## src/inc/addr_gen_cfg.svh

```systemverilog
`ifndef ADDR_GEN_CFG_SVH
`define ADDR_GEN_CFG_SVH

// ----------------------------------------
// register offsets
// ----------------------------------------
`define OFS_CONTROL 4'h0
`define OFS_X_START 4'h1
`define OFS_X_END 4'h2
`define OFS_Y_START 4'h3
`define OFS_Y_END 4'h4
`define OFS_REVERSAL 4'h5
`define OFS_STATUS 4'h6

// ----------------------------------------
// field positions and reset values
// ----------------------------------------
`define CTL_X_SEL_LSB 0
`define CTL_Y_SEL_LSB 4
`define CTL_REV_SEL_LSB 8
`define CTL_Y_EN_BIT 14
`define CTL_X_EN_BIT 15
`define CTL_WR_MASK 16'hCFFF
`define CTL_RST 16'h0FFF
`define REV_EN_BIT 15
`define SEL_OFF 4'hF
`define BOUND_RST 16'h0000
`define STAT_X_WRAP 0
`define STAT_Y_WRAP 1
`define STAT_MAC_ERR 2
`define STAT_CFG_ERR 3
`define MAX_LEN 17'h1_0000

`endif

```

## src/inc/addr_gen_pkg.sv

```systemverilog
package addr_gen_pkg;

    typedef enum logic [2:0] {
        AM_INDIRECT,
        AM_POST_INC,
        AM_POST_DEC,
        AM_PRE_INC,
        AM_PRE_DEC,
        AM_REG_OFFSET,
        AM_LIT_OFFSET
    } addr_mode_e;

    typedef enum logic [1:0] {
        LIT_NONE,
        LIT_BRANCH,
        LIT_DISABLE_COUNT
    } lit_kind_e;

endpackage : addr_gen_pkg

```

## src/logic/modulo_address_generator.sv

```systemverilog
`timescale 1ns/1ps
`include "addr_gen_cfg.svh"
// Contract
// - indexed base-plus-register mode for move instructions
// - one shared offset register field, both operands
// - dual-operand pointers limited to 8..11
// - pointers 8,9 to X; 10,11 to Y
// - dual-operand: indirect, post-modify 2/4/6, indexed
// - branch 16-bit signed, disable 14-bit count
// - one circular buffer each in X, Y
// - non-power-of-two buffers check one direction
// - power-of-two buffers check both boundaries
// - four 16-bit start and end registers
// - Y circular addresses keep LSB zero
// - length is end minus start plus one, max 32K words
// - X select bits 3:0, enable bit 15
// - Y select bits 7:4, enable bit 14
// - correction applies to any selected pointer
// - boundary test is beyond, not equal
// - write back only pre/post modify modes
// - reversed carry on X writes only
// - only modifier is bit-reversed
// - reversal needs select, enable, increment mode
// - reversal beats circular on X writes only
module modulo_address_generator (
    input wire logic clk,
    input wire logic rst,
    input wire logic [3:0] reg_addr,
    input wire logic [15:0] reg_wdata,
    input wire logic reg_we,
    input wire logic reg_re,
    output logic [15:0] reg_rdata,
    input wire logic agu_req,
    input wire addr_gen_pkg::addr_mode_e agu_mode,
    input wire logic agu_write,
    input wire logic agu_byte,
    input wire logic agu_space_y,
    input wire logic agu_mac,
    input wire logic [2:0] agu_mac_step,
    input wire logic [3:0] agu_ptr_idx,
    input wire logic [15:0] agu_ptr_val,
    input wire logic [15:0] agu_offset_val,
    input wire logic [15:0] agu_literal,
    input wire addr_gen_pkg::lit_kind_e lit_kind,
    input wire logic [15:0] instr_literal,
    output logic ea_valid,
    output logic [15:0] ea_addr,
    output logic ea_space_y,
    output logic ea_error,
    output logic wb_en,
    output logic [3:0] wb_idx,
    output logic [15:0] wb_val,
    output logic [15:0] lit_value
);

    // ----------------------------------------
    // functions
    // ----------------------------------------
    function automatic logic [15:0] rev16(input logic [15:0] v);
        logic [15:0] r;
        r = '0;
        for (int i = 0; i < 16; i++)
        begin
            r[i] = v[15 - i];
        end
        return r;
    endfunction : rev16

    // returns {wrapped, address}; len is end - start + 1 in bytes
    function automatic logic [16:0] circ_fix(
        input logic [15:0] a,
        input logic [15:0] s,
        input logic [15:0] e,
        input logic up,
        input logic down
    );
        logic [16:0] len;
        logic pow2;
        logic [16:0] res;
        len = {1'b0, e} - {1'b0, s} + 17'h0_0001;
        pow2 = ((len & (len - 17'h0_0001)) == 17'h0_0000);
        res = {1'b0, a};
        if ((up || pow2) && (a > e))
        begin
            res = {1'b1, a - len[15:0]};
        end
        else if ((down || pow2) && (a < s))
        begin
            res = {1'b1, a + len[15:0]};
        end
        return res;
    endfunction : circ_fix

    // ----------------------------------------
    // registers
    // ----------------------------------------
    logic [15:0] ctl_q;
    logic [15:0] x_start_q;
    logic [15:0] x_end_q;
    logic [15:0] y_start_q;
    logic [15:0] y_end_q;
    logic [15:0] rev_q;
    logic [3:0] stat_q;
    logic [3:0] stat_d;

    wire logic [3:0] x_sel = ctl_q[`CTL_X_SEL_LSB +: 4];
    wire logic [3:0] y_sel = ctl_q[`CTL_Y_SEL_LSB +: 4];
    wire logic [3:0] rev_sel = ctl_q[`CTL_REV_SEL_LSB +: 4];
    wire logic x_on = ctl_q[`CTL_X_EN_BIT] && (x_sel != `SEL_OFF);
    wire logic y_on = ctl_q[`CTL_Y_EN_BIT] && (y_sel != `SEL_OFF);
    wire logic rev_on = rev_q[`REV_EN_BIT] && (rev_sel != `SEL_OFF);

    wire logic wr_ctl = reg_we && (reg_addr == `OFS_CONTROL);
    wire logic wr_xs = reg_we && (reg_addr == `OFS_X_START);
    wire logic wr_xe = reg_we && (reg_addr == `OFS_X_END);
    wire logic wr_ys = reg_we && (reg_addr == `OFS_Y_START);
    wire logic wr_ye = reg_we && (reg_addr == `OFS_Y_END);
    wire logic wr_rev = reg_we && (reg_addr == `OFS_REVERSAL);
    wire logic wr_stat = reg_we && (reg_addr == `OFS_STATUS);

    logic [15:0] rd_mux;
    always_comb
    begin
        case (reg_addr)
            `OFS_CONTROL: rd_mux = ctl_q;
            `OFS_X_START: rd_mux = x_start_q;
            `OFS_X_END: rd_mux = x_end_q;
            `OFS_Y_START: rd_mux = y_start_q;
            `OFS_Y_END: rd_mux = y_end_q;
            `OFS_REVERSAL: rd_mux = rev_q;
            `OFS_STATUS: rd_mux = {12'h000, stat_q};
            default: rd_mux = 16'h0000;
        endcase
    end

    // ----------------------------------------
    // request decode
    // ----------------------------------------
    wire logic m_post_inc = (agu_mode == addr_gen_pkg::AM_POST_INC);
    wire logic m_post_dec = (agu_mode == addr_gen_pkg::AM_POST_DEC);
    wire logic m_pre_inc = (agu_mode == addr_gen_pkg::AM_PRE_INC);
    wire logic m_pre_dec = (agu_mode == addr_gen_pkg::AM_PRE_DEC);
    wire logic m_reg_ofs = (agu_mode == addr_gen_pkg::AM_REG_OFFSET);
    wire logic m_lit_ofs = (agu_mode == addr_gen_pkg::AM_LIT_OFFSET);
    wire logic m_ind = (agu_mode == addr_gen_pkg::AM_INDIRECT);
    wire logic m_post = m_post_inc || m_post_dec;
    wire logic m_pre = m_pre_inc || m_pre_dec;

    // dual-operand checks: pointer set, modes and step sizes
    wire logic mac_ptr_ok = (agu_ptr_idx[3:2] == 2'b10);
    wire logic mac_step_ok = (agu_mac_step == 3'd2) || (agu_mac_step == 3'd4)
        || (agu_mac_step == 3'd6);
    wire logic mac_idx_ok = agu_ptr_idx[0]; // indexed only on pointers 9 and 11
    wire logic mac_mode_ok = m_ind || (m_post && mac_step_ok)
        || (m_reg_ofs && mac_idx_ok);
    wire logic mac_err = agu_mac && !(mac_ptr_ok && mac_mode_ok);

    // dual-operand reads route by pointer number, others by request
    wire logic space_y = agu_mac ? agu_ptr_idx[1] : agu_space_y;

    wire logic [15:0] step = agu_mac ? {13'h0000, agu_mac_step}
        : (agu_byte ? 16'h0001 : 16'h0002);

    // indexed mode takes the one shared offset register value
    logic [15:0] raw_new;
    always_comb
    begin
        if (m_post_inc || m_pre_inc)
        begin
            raw_new = agu_ptr_val + step;
        end
        else if (m_post_dec || m_pre_dec)
        begin
            raw_new = agu_ptr_val - step;
        end
        else if (m_reg_ofs)
        begin
            raw_new = agu_ptr_val + agu_offset_val;
        end
        else if (m_lit_ofs)
        begin
            raw_new = agu_ptr_val + agu_literal;
        end
        else
        begin
            raw_new = agu_ptr_val;
        end
    end

    // direction of travel; offsets use the sign of the offset
    wire logic go_down = m_post_dec || m_pre_dec
        || (m_reg_ofs && agu_offset_val[15]) || (m_lit_ofs && agu_literal[15]);
    wire logic go_up = !go_down && !m_ind;

    // ----------------------------------------
    // circular and reversed-carry paths
    // ----------------------------------------
    wire logic x_hit = x_on && !space_y && (agu_ptr_idx == x_sel) && !m_ind;
    wire logic y_hit = y_on && space_y && (agu_ptr_idx == y_sel) && !m_ind;
    wire logic rev_hit = rev_on && agu_write && !space_y && !agu_byte && !agu_mac
        && (m_pre_inc || m_post_inc) && (agu_ptr_idx == rev_sel);
    wire logic x_apply = x_hit && !rev_hit;

    wire logic [16:0] x_fix = circ_fix(raw_new, x_start_q, x_end_q, go_up, go_down);
    wire logic [16:0] y_fix = circ_fix(raw_new, y_start_q, y_end_q, go_up, go_down);

    // modifier is word scaled; carry runs from the top bit downward
    wire logic [15:0] rev_mod = {rev_q[14:0], 1'b0};
    wire logic [15:0] rev_sum = rev16(rev16(agu_ptr_val) + rev16(rev_mod));
    // the incoming pointer keeps normal bit order, only its LSB is dropped
    wire logic [15:0] rev_ptr = {agu_ptr_val[15:1], 1'b0};

    logic [15:0] new_addr;
    always_comb
    begin
        if (rev_hit)
        begin
            new_addr = {rev_sum[15:1], 1'b0};
        end
        else if (x_apply)
        begin
            new_addr = x_fix[15:0];
        end
        else if (y_hit)
        begin
            new_addr = {y_fix[15:1], 1'b0};
        end
        else
        begin
            new_addr = raw_new;
        end
    end

    // post modes and plain indirect use the pointer as it stands; reversed post-increment drops its LSB
    logic [15:0] ea_d;
    always_comb
    begin
        if (rev_hit && m_post_inc)
        begin
            ea_d = rev_ptr;
        end
        else if (m_post || m_ind)
        begin
            ea_d = agu_ptr_val;
        end
        else
        begin
            ea_d = new_addr;
        end
    end

    wire logic wb_d = agu_req && !mac_err && (m_pre || m_post);

    // ----------------------------------------
    // configuration and event flags
    // ----------------------------------------
    wire logic [16:0] x_len = {1'b0, x_end_q} - {1'b0, x_start_q} + 17'h0_0001;
    wire logic [16:0] y_len = {1'b0, y_end_q} - {1'b0, y_start_q} + 17'h0_0001;
    // end below start raises the configuration error flag; end one below start wraps the length to zero
    wire logic x_bad = (x_end_q < x_start_q) || (x_len > `MAX_LEN);
    wire logic y_bad = (y_end_q < y_start_q) || (y_len > `MAX_LEN);
    wire logic cfg_bad = (x_on && x_bad) || (y_on && y_bad);

    wire logic [3:0] stat_set = {
        cfg_bad,
        agu_req && mac_err,
        agu_req && y_hit && y_fix[16],
        agu_req && x_apply && x_fix[16]
    };
    // a flag raised in the clearing cycle survives the write of one
    always_comb
    begin
        stat_d = stat_q;
        if (wr_stat)
        begin
            stat_d = stat_q & ~reg_wdata[3:0];
        end
        stat_d = stat_d | stat_set;
    end

    // literals: branch displacement signed, disable count unsigned
    logic [15:0] lit_d;
    always_comb
    begin
        case (lit_kind)
            addr_gen_pkg::LIT_BRANCH: lit_d = instr_literal;
            addr_gen_pkg::LIT_DISABLE_COUNT: lit_d = {2'b00, instr_literal[13:0]};
            default: lit_d = lit_value;
        endcase
    end

    // ----------------------------------------
    // register file
    // ----------------------------------------
    always_ff @(posedge clk)
    begin
        if (rst)
        begin
            ctl_q <= `CTL_RST;
            rev_q <= 16'h0000;
            stat_q <= 4'h0;
        end
        else
        begin
            if (wr_ctl)
            begin
                ctl_q <= reg_wdata & `CTL_WR_MASK;
            end
            if (wr_rev)
            begin
                rev_q <= reg_wdata;
            end
            stat_q <= stat_d;
        end
    end

    always_ff @(posedge clk)
    begin
        if (rst)
        begin
            x_start_q <= `BOUND_RST;
            x_end_q <= `BOUND_RST;
            y_start_q <= `BOUND_RST;
            y_end_q <= `BOUND_RST;
        end
        else
        begin
            if (wr_xs)
            begin
                x_start_q <= reg_wdata;
            end
            if (wr_xe)
            begin
                x_end_q <= reg_wdata;
            end
            if (wr_ys)
            begin
                y_start_q <= {reg_wdata[15:1], 1'b0};
            end
            if (wr_ye)
            begin
                y_end_q <= {reg_wdata[15:1], 1'b1};
            end
        end
    end

    always_ff @(posedge clk)
    begin
        if (rst)
        begin
            reg_rdata <= 16'h0000;
        end
        else
        begin
            reg_rdata <= reg_re ? rd_mux : 16'h0000;
        end
    end

    // ----------------------------------------
    // address outputs
    // ----------------------------------------
    always_ff @(posedge clk)
    begin
        if (rst)
        begin
            ea_valid <= 1'b0;
            ea_addr <= 16'h0000;
            ea_space_y <= 1'b0;
            ea_error <= 1'b0;
            wb_en <= 1'b0;
            wb_idx <= 4'h0;
            wb_val <= 16'h0000;
            lit_value <= 16'h0000;
        end
        else
        begin
            ea_valid <= agu_req;
            ea_error <= agu_req && mac_err;
            wb_en <= wb_d;
            lit_value <= lit_d;
            if (agu_req)
            begin
                ea_addr <= ea_d;
                ea_space_y <= space_y;
                wb_idx <= agu_ptr_idx;
                wb_val <= new_addr;
            end
        end
    end

endmodule : modulo_address_generator

```

## config.mk

```make
export PLATFORM = sky130hd
export DESIGN_NAME = modulo_address_generator
export DESIGN_NICKNAME = d
export VERILOG_FILES = /design/src/inc/addr_gen_pkg.sv /design/src/logic/modulo_address_generator.sv
export VERILOG_INCLUDE_DIRS = /design/src /design/src/inc
export SDC_FILE = /design/constraint.sdc
export NUM_CORES = 1
export LEC_CHECK = 0
export BUFFER_PORTS_ARGS = -buffer_cell sky130_fd_sc_hd__buf_4
export CAP_MARGIN = 20
export CORE_MARGIN = 2
export CORE_UTILIZATION = 30
export DETAILED_ROUTE_END_ITERATION = 12
export GPL_TIMING_DRIVEN = 0
export PLACE_DENSITY = 0.49
export SETUP_SLACK_MARGIN = 0.2
export SYNTH_ARGS = -nofsm -noshare
export SYNTH_HDL_FRONTEND = slang
export SYNTH_SLANG_ARGS = --single-unit
```

## constraint.sdc

```tcl
create_clock -name clk -period 8.5 [get_ports clk]
set_clock_uncertainty 0.2 [all_clocks]
set_input_delay 0.85 -clock clk [delete_from_list [all_inputs] [get_ports clk]]
set_output_delay 0.85 -clock clk [all_outputs]
set_load 0.01 [all_outputs]
```

==> results_dict.tcl, run 1 <==
set metrics [dict create \
    status "complete, no violations" \
    syn_area_per_cell_sq_um 7.56 \
    yosys_warnings 0 \
    cp-start-kind "primary input" \
    hold_violations 0 \
    drive_gt1_share_pct 12.1 \
    r2r_cells 21 \
    hpwlAfterDp_um 66300 \
    grt_pass1_wl_um 117000 \
    clkPwrFrac_pct 24.9 \
    cts.clk_slew.worst_paths_ns 0.06 \
    place_ws_ns 0.0431 \
    pwr-share-seq_pct 26.6 \
    sw_frac_of_total_pct 42.8 \
    ys_top_cells_by_area "dfxtp_1 (19%), ha_1 (16%), a21oi_1 (6.3%)" \
    hold_path_class "flip-flop to flip-flop" \
    antenna_found_initial 1 \
    synth_cell_types 109 \
    cp.arrival_ns 8.09 \
    rsz0062_at_grt "false" \
    place_congestion 0.937 \
    crit_start "agu_mac" \
    die_y_um 250 \
    avgViaCountPerCell 5.69 \
    dp_cells 3361 \
    worstPathRequired_ns 8.69 \
    ys.flop_type "dfxtp_1" \
    synth_top_area_cell "dfxtp_1" \
    wl_per_cell_um 23.6 \
    cp_slowest_cell "nor2_1" \
    comb_power_share_pct 48.4 \
    fill_cells 6490 \
    ant_nets 0 \
    drcViolationCount 0 \
    crit-reg2reg-launch "x_start_q[4]$_SDFFE_PP0P_" \
    place.port_buffers 164 \
    syn-cell-area_sq_um 18200 \
    rows 90 \
    wl_met1_um 37300 \
    clock_sinks 169 \
    core_sq_um 60100 \
    maxSlewViolCount 0 \
    p_sw_mw 1.36 \
    worst_slack_ns 0.604 \
    synthCells 2404 \
    grt_pass1_vias 18100 \
    cts_buffer_depth 2 \
    routed_wl_um 80000 \
    synthArstFlopShare_pct 0 \
    ys_seq_area_share_pct 18.6 \
    first_iter_violations 1877 \
    grt_max_degree 18 \
    root_buffer "clkbuf_16" \
    cp-endpoint "ea_addr[0]$_SDFFE_PP0P_" \
    worstMarginPinSlew_ns 1.11 \
    slew-limit-headroom_pct 25.8 \
    route.top_layer_used "met4" \
    syn2layout_area_growth_pct 16.4 \
    cts_made_buffers 17 \
    clk_latency_ns 0.49 \
    synthesis.nets 2771 \
    power.internal_mw 1.82 \
    setup_viol_count_final 0 \
    cellPowerDensity_nw_per_um2 151 \
    r2r_end "ea_addr[15]$_SDFFE_PP0P_" \
    overflow 0 \
    postSynthRegisterBits 169 \
    ios 177 \
    cts_tree "done" \
    die_x_um 250 \
    wl_met3_um 5280 \
    cts_setup_buffers 0 \
    netlist_top_cells_count "nand2_1 (298), ha_1 (237), a21oi_1 (230)" \
    maxCapViolCount 0 \
    start_util_pct 30.2 \
    ctsHtreeMaxLevel 4 \
    fin_crit_sh_pct 92.9 \
    r2r_slack_ns 1.40 \
    ir_drop_uv 171 \
    synth_top_area_share_pct 18.6 \
    dieArea_sq_um 62600 \
    fmax_mhz 127 \
    dr_wl_met2_um 34900 \
    dr.pass1.iters 5 \
    path_max_fanout 10 \
    critPathKind "primary input to flip-flop" \
    period_needed_ns 7.90 \
    leakagePower_nw 8.70 \
    yosysMostFrequentCell "nand2_1" \
    slowest_delay_ns 0.60 \
    final_cells 3396 \
    worstSetupEndpointType "flip-flop" \
    synth_edf_count 0 \
    final_nets 2966 \
    vias 19300 \
    grtUsageTotal_pct 24.9 \
]
[how the worst min path moves through the flow]
| stage | from | slack, ns | to | cells after the start |
|---|---|---|---|---|
| after floorplan | y_start_q[2]$_SDFFE_PP0P_ | 0.25 | y_start_q[2]$_SDFFE_PP0P_ | 2 |
| after global placement | wb_val[13]$_SDFFE_PP0P_ | 0.26 | wb_val[13]$_SDFFE_PP0P_ | 2 |
| after detailed placement | wb_val[13]$_SDFFE_PP0P_ | 0.27 | wb_val[13]$_SDFFE_PP0P_ | 2 |
| after CTS | wb_val[13]$_SDFFE_PP0P_ | 0.28 | wb_val[13]$_SDFFE_PP0P_ | 2 |
| after global routing | wb_val[13]$_SDFFE_PP0P_ | 0.30 | wb_val[13]$_SDFFE_PP0P_ | 2 |
| final | wb_val[13]$_SDFFE_PP0P_ | 0.28 | wb_val[13]$_SDFFE_PP0P_ | 2 |
[worst max-delay path, delay by kind of cell]
family,cells,cell delay [ns]
AOI/OAI and AO/OA,11,2.60
and+or+nand+nor,8,1.84
adders and majority gates,3,1.04
buffers and inverters,3,0.96
muxes,2,0.59
xor gates and xnor gates,1,0.15
[layout by cell type, fill, tap and decap left out, drive strengths merged, types with 19 or more instances in the layout]
cell type,instances
nand2,298
ha,237
a21oi,231
inv,210
buf,190
dfxtp,169
nor2,167
clkbuf,116
o21ai,109
nand3,75
a21o,54
xnor2,53
a22oi,53
nor3,51
a31oi,41
mux2i,32
a211oi,31
nor2b,29
o211ai,28
fa,25
o21bai,24
xor2,22
nand4,21
and3,20
o221ai,19
[area by class of cell]
| class | count | area, sq um | area share, % |
|---|---|---|---|
| multi-input cells | 1924 | 13600 | 64.5 |
| flip-flops and latches | 169 | 3380 | 16.0 |
| repair buffers | 176 | 1350 | 6.39 |
| well taps | 782 | 978 | 4.62 |
| inverters | 201 | 754 | 3.57 |
| clock buffers | 20 | 467 | 2.21 |
| plain buffers | 110 | 459 | 2.17 |
| clock inverters | 12 | 115 | 0.544 |
| diodes | 2 | 5.00 | 0.0237 |
[routing by layer]
| metal | vias up | track usage, % |
|---|---|---|
| li1 | 9108 | - |
| met1 | 9428 | 34.7 |
| met3 | 108 | 4.45 |
| met2 | 683 | 38.5 |
| met5 | - | 0 |
| met4 | 0 | 8.04 |
[power by group through the flow]
stage	registers [mW]	logic [mW]	clock network (mW)
after detailed placement	0.865	1.51	0
after global routing	0.850	1.68	0.837
after global placement	0.865	1.48	0
final	0.848	1.54	0.794
after CTS	0.847	1.52	0.805
after floorplan	0.864	1.00	0
[through the flow]
stage                     hold WS [ns]  cell area [sq um]  power [mW]  util, %  TNS (ns)
final                            0.277              21200        3.18     35.2         0
after global routing             0.302              21200        3.37     35.2         0
after CTS                        0.275              21100        3.17     35.2         0
after detailed placement         0.266              20600        2.38     34.2         0
after global placement           0.263              20400        2.34     33.9    -22.55
after floorplan                  0.246              18200        1.87        -         0
[sequential cells by signal (all words and copies together) (netlist names), 4 cells and up]
register	cells
reg_rdata	16
wb_val	16
ea_addr	16
rev_q	16
stat_q	4
y_end_q	16
ctl_q	14
x_start_q	16
lit_value	16
wb_idx	4
x_end_q	16
y_start_q	15
[kinds of logic (layout without fill, tap and decap cells)]
group / Yosys count / in the layout / synth area share, %
multiplexers: 42 / 42 / 2.69
other: 0 / 2 / 0
AO/OA/AOI/OAI: 771 / 771 / 29.1
AND/OR/NAND/NOR: 773 / 773 / 20.0
adder cells (fa/ha/maj): 262 / 262 / 19.1
buffers and inverters: 311 / 519 / 6.68
XOR/XNOR: 76 / 76 / 3.78
flip-flops: 169 / 169 / 18.6
[timing repair]
action,4_1_cts,5_1_grt
endpoints found under the hold margin,0,0
gates resized for setup,0,2
setup endpoints to repair,0,3
hold buffers,0,0
Power figures use the tool's default switching activity.
==> inputs of run 2 (changes only) <==
clock period = 9.6 ns   (was 8.5 ns; I/O delays follow)
==> run 2 against run 1 <==
Critical endpoint is now ea_addr[12]$_SDFFE_PP0P_. Sequential share of layout area about the same. Largest cell class unchanged. Clock power down 11%. Global-route usage unchanged. Final cell count about the same. Highest routed layer unchanged. Die area unchanged. Critical path depth up 2.
==> results_dict.tcl, run 2 (synthesis gave the netlist of run 1 again) <==
set metrics [dict create \
    status "complete, no violations" \
    final_cell_mix "nand2_1 (298), ha_1 (237), a21oi_1 (230), inv_1 (197), dfxtp_1 (169)" \
    cts_tree "done" \
    period_needed_ns 8.19 \
    worstSetupEndpointType "flip-flop" \
    cp_slowest_cell "o311ai_1" \
    place_congestion 0.937 \
    cts.repair.resized 0 \
    drcViolationCount 0 \
    worstPathRequired_ns 9.75 \
    hpwlAfterDp_um 66300 \
    critPathKind "primary input to flip-flop" \
    cts_hold_buf 0 \
    drive_gt1_share_pct 12.0 \
    fin_crit_sh_pct 85.3 \
    final_nets 2966 \
    r2r_cells 21 \
    cp-start-kind "primary input" \
    antenna_found_initial 1 \
    slowest_delay_ns 0.51 \
    ant_nets 0 \
    syn2layout_area_growth_pct 16.3 \
    rows 90 \
    clock_sinks 169 \
    ctsHtreeMaxLevel 4 \
    grtUsageTotal_pct 24.9 \
    routed_wl_um 80100 \
    cts_buffer_depth 2 \
    path_max_fanout 10 \
    total_power_mw 2.82 \
    grt_max_degree 18 \
    ios 177 \
    maxCapViolCount 0 \
    avgViaCountPerCell 5.69 \
    start_util_pct 30.2 \
    dieArea_sq_um 62600 \
    grt_pass1_wl_um 117000 \
    setup_viol_count_final 0 \
    wl_per_cell_um 23.6 \
    place.port_buffers 164 \
    slew-limit-headroom_pct 25.8 \
    first_iter_violations 1816 \
    worstMarginPinSlew_ns 1.11 \
    cts.clk_slew.worst_paths_ns 0.07 \
    clk_latency_ns 0.49 \
    fin_setup_tns_ns 0 \
    maxSlewViolCount 0 \
    hold_path_class "flip-flop to flip-flop" \
    hold_violations 0 \
    die_y_um 250 \
    core_sq_um 60100 \
    final_common_cell "nand2_1" \
    cts_made_buffers 17 \
    root_buffer "clkbuf_16" \
    grt_pass1_vias 18100 \
    cp.arrival_ns 8.34 \
    leakagePower_nw 8.70 \
    dr.pass1.iters 6 \
    rsz0062_at_grt "false" \
    die_x_um 250 \
    ir_drop_uv 153 \
    vias 19300 \
    cts_setup_buffers 0 \
    min_path_cells 2 \
    cellPowerDensity_nw_per_um2 133 \
    fmax_mhz 122 \
    overflow 0 \
]
[run 2: cell types whose count changed in the layout (fill, tap and decap cells not counted)]
| cell | previous run | this run |
|---|---|---|
| inv_2 | 4 | 3 |
| a211oi_2 | 10 | 11 |
| a211oi_4 | 1 | 0 |
| inv_1 | 196 | 197 |
| diode_2 | 2 | 1 |
[run 2: area by class of cell]
class | instances | area [sq um]
diodes | 1 | 2.50
plain buffers | 110 | 459
clock buffers | 20 | 467
clock inverters | 12 | 115
fillers | 6491 | 39000
inverters | 201 | 754
multi-input cells | 1924 | 13600
flip-flops and latches | 169 | 3380
well taps | 782 | 978
repair buffers | 176 | 1350
[run 2: path summary, 6_finish.rpt]
| kind | end | startpoint | slack [ns] |
|---|---|---|---|
| worst min register to register | wb_val[13]$_SDFFE_PP0P_ | wb_val[13]$_SDFFE_PP0P_ | 0.28 |
| worst max-delay path | ea_addr[12]$_SDFFE_PP0P_ | agu_mac | 1.41 |
| worst min-delay path | wb_val[13]$_SDFFE_PP0P_ | wb_val[13]$_SDFFE_PP0P_ | 0.28 |
| worst max register to register | ea_addr[15]$_SDFFE_PP0P_ | x_start_q[4]$_SDFFE_PP0P_ | 2.51 |
[run 2: metrics by stage]
step	instances	hold WS [ns]	worst slack [ns]	util [%]	cell area, sq um
4_1_cts	3393	0.275	1.52	35.2	21100
2_1_floorplan	2404	0.246	2.80	-	18200
5_1_grt	3394	0.302	1.02	35.2	21100
3_3_place_gp	3350	0.263	-0.381	33.9	20400
6_report	3395	0.278	1.41	35.2	21100
3_5_place_dp	3361	0.266	1.03	34.2	20600
[run 2: where the power goes]
group          internal, mW  switching (mW)  leakage [nW]
Clock                 0.364           0.342         0.291
Combinational         0.522           0.841          7.03
Sequential            0.726          0.0241          1.38
Total                  1.61            1.21          8.70
[run 2: critical path, delay by kind of cell]
| family | cells | cell delay (ns) |
|---|---|---|
| muxes | 1 | 0.25 |
| adders and majority gates | 3 | 0.88 |
| AOI/OAI and AO/OA | 12 | 2.57 |
| xor gates and xnor gates | 1 | 0.10 |
| and+or+nand+nor | 10 | 2.46 |
| buffers and inverters | 3 | 1.10 |
[run 2: metal layers]
layer  global-route usage (%)  vias up  part of all wire, %
li1                         -     9114                    -
met3                     4.45      119                  6.8
met1                     34.7     9366                   46
met4                     8.04        0                  3.2
met2                     38.5      724                   43
met5                        0        -                    0
==> inputs of run 3 (changes only) <==
GPL_TIMING_DRIVEN = unset   (was 0)
==> run 3 against run 2 <==
Sequential share of layout area rose by 0.23 points. Fmax rose by 4.1%. Die area unchanged. Setup slack better by 0.32 ns. Total power up 0.21%. Count of clock-buffer cells in the layout unchanged. Combinational power barely moved. Global-route usage decreased by 0.62 points. Register-to-register slack better by 0.98 ns. Via count shrank 1.6%. Largest power group unchanged.
==> results_dict.tcl, run 3 (synthesis gave the netlist of run 1 again) <==
set metrics [dict create \
    status "complete, no violations" \
    fin_crit_sh_pct 82.0 \
    comb_power_share_pct 48.4 \
    antenna_found_initial 1 \
    cts_buffer_depth 2 \
    wl_per_cell_um 23.5 \
    grt_pass1_vias 17900 \
    slowest_delay_ns 0.50 \
    sw_frac_of_total_pct 43.5 \
    crit_top_cell "a211o_1" \
    final_cells 3313 \
    cts_hold_buf 0 \
    final_cell_mix "nand2_1 (298), ha_1 (237), a21oi_1 (230), buf_4 (205), inv_1 (197)" \
    clk_latency_ns 0.49 \
    cp-start-kind "primary input" \
    drive_gt1_share_pct 12.9 \
    maxCapViolCount 0 \
    final_common_cell "nand2_1" \
    ios 177 \
    dp_cells 3281 \
    path_max_fanout 17 \
    grt_max_degree 65 \
    place_congestion 0.939 \
    clkPwrFrac_pct 25.0 \
    crit_buf_inv 3 \
    root_buffer "clkbuf_16" \
    routed_wl_um 77900 \
    worstMarginPinSlew_ns 1.09 \
    pwr-share-seq_pct 26.6 \
    clock_sinks 169 \
    rows 90 \
    fmax_mhz 127 \
    rsz0062_at_grt "false" \
    crit_family "compound AO/OA/AOI/OAI gates" \
    fin_setup_tns_ns 0 \
    die_y_um 250 \
    dr.pass1.iters 6 \
    hold_path_class "flip-flop to flip-flop" \
    fin_util_pct 34.7 \
    grt_util_met2_pct 36.3 \
    hold_violations 0 \
    grt_pass1_wl_um 115000 \
    grt_use_met1_pct 35.0 \
    cts_made_buffers 17 \
    power.internal_mw 1.60 \
    ant_nets 0 \
    core_sq_um 60100 \
    p_sw_mw 1.23 \
    cts.clk_slew.worst_paths_ns 0.08 \
    hpwlAfterDp_um 62300 \
    ir_drop_uv 141 \
    cts.repair.resized 0 \
    slew-limit-headroom_pct 26.7 \
    start_util_pct 30.2 \
    worstSetupEndpointType "flip-flop" \
    die_x_um 250 \
    grt_busiest_layer "met2" \
    cellPowerDensity_nw_per_um2 136 \
    leakagePower_nw 8.64 \
    setup_viol_count_final 0 \
    dieArea_sq_um 62600 \
    critPathKind "primary input to flip-flop" \
    final_nets 2885 \
    drcViolationCount 0 \
    avgViaCountPerCell 5.74 \
    use_met3_pct 3.74 \
    syn2layout_area_growth_pct 14.7 \
    overflow 0 \
    period_needed_ns 7.87 \
    place.port_buffers 176 \
    grtUsageTotal_pct 24.2 \
    worstPathRequired_ns 9.74 \
    cts_setup_buffers 0 \
    maxSlewViolCount 0 \
    ctsHtreeMaxLevel 4 \
    n_antenna_cell 0 \
    cp_slowest_cell "o41ai_1" \
    vias 19000 \
    cp.arrival_ns 8.01 \
    first_iter_violations 1828 \
    cts_tree "done" \
]
run 3: changes by cell type in the layout (fill, tap and decap cells not counted), sizes merged:
cell | before | now
diode | 1 | 0
clkbuf | 116 | 20
clkinv | 3 | 4
buf | 190 | 205
clkinvlp | 0 | 2
inv | 210 | 207
run 3: final timing paths:
check,startpoint,to,slack (ns),cells after the start
max reg2reg,y_end_q[1]$_SDFFE_PP0P_,ea_addr[15]$_SDFFE_PP0P_,3.49,21
min,x_start_q[10]$_SDFFE_PP0P_,x_start_q[10]$_SDFFE_PP0P_,0.28,2
max,agu_ptr_val[1],ea_addr[7]$_SDFFE_PP0P_,1.73,28
min reg2reg,x_start_q[10]$_SDFFE_PP0P_,x_start_q[10]$_SDFFE_PP0P_,0.28,2
run 3: metal layers:
metal	vias up	share of wire, %
met4	0	3.5
met5	-	0
met3	120	6.5
met2	747	42
met1	9195	48
li1	8947	-
run 3: power groups by stage:
| stage | Sequential (mW) | Combinational (mW) | Clock (mW) |
|---|---|---|---|
| global route | 0.754 | 1.48 | 0.747 |
| CTS | 0.752 | 1.34 | 0.724 |
| global placement | 0.767 | 1.33 | 0 |
| detailed placement | 0.768 | 1.34 | 0 |
| finish | 0.752 | 1.37 | 0.706 |
| floorplan | 0.765 | 0.889 | 0 |
run 3: final cells by class:
| class | instances | area, sq um |
|---|---|---|
| Timing Repair Buffer | 205 | 1540 |
| Tap cell | 782 | 978 |
| Clock inverter | 12 | 130 |
| Inverter | 201 | 754 |
| Fill cell | 6484 | 39300 |
| Multi-Input combinational cell | 1924 | 13600 |
| Clock buffer | 20 | 447 |
| Sequential cell | 169 | 3380 |
run 3: metrics by stage:
stage | area (sq um) | power [mW] | hold slack [ns] | worst slack (ns)
3_5_place_dp | 20300 | 2.11 | 0.265 | 1.45
3_3_place_gp | 20300 | 2.10 | 0.261 | 1.54
6_report | 20800 | 2.83 | 0.276 | 1.73
5_1_grt | 20800 | 2.98 | 0.298 | 1.42
2_1_floorplan | 18200 | 1.65 | 0.246 | 2.80
4_1_cts | 20800 | 2.82 | 0.276 | 1.94
run 3: worst min-delay path, cell delays in order (launching register included):
cell and delay (ns):
dfxtp_1 0.33, nand2_1 0.06, a21oi_1 0.05
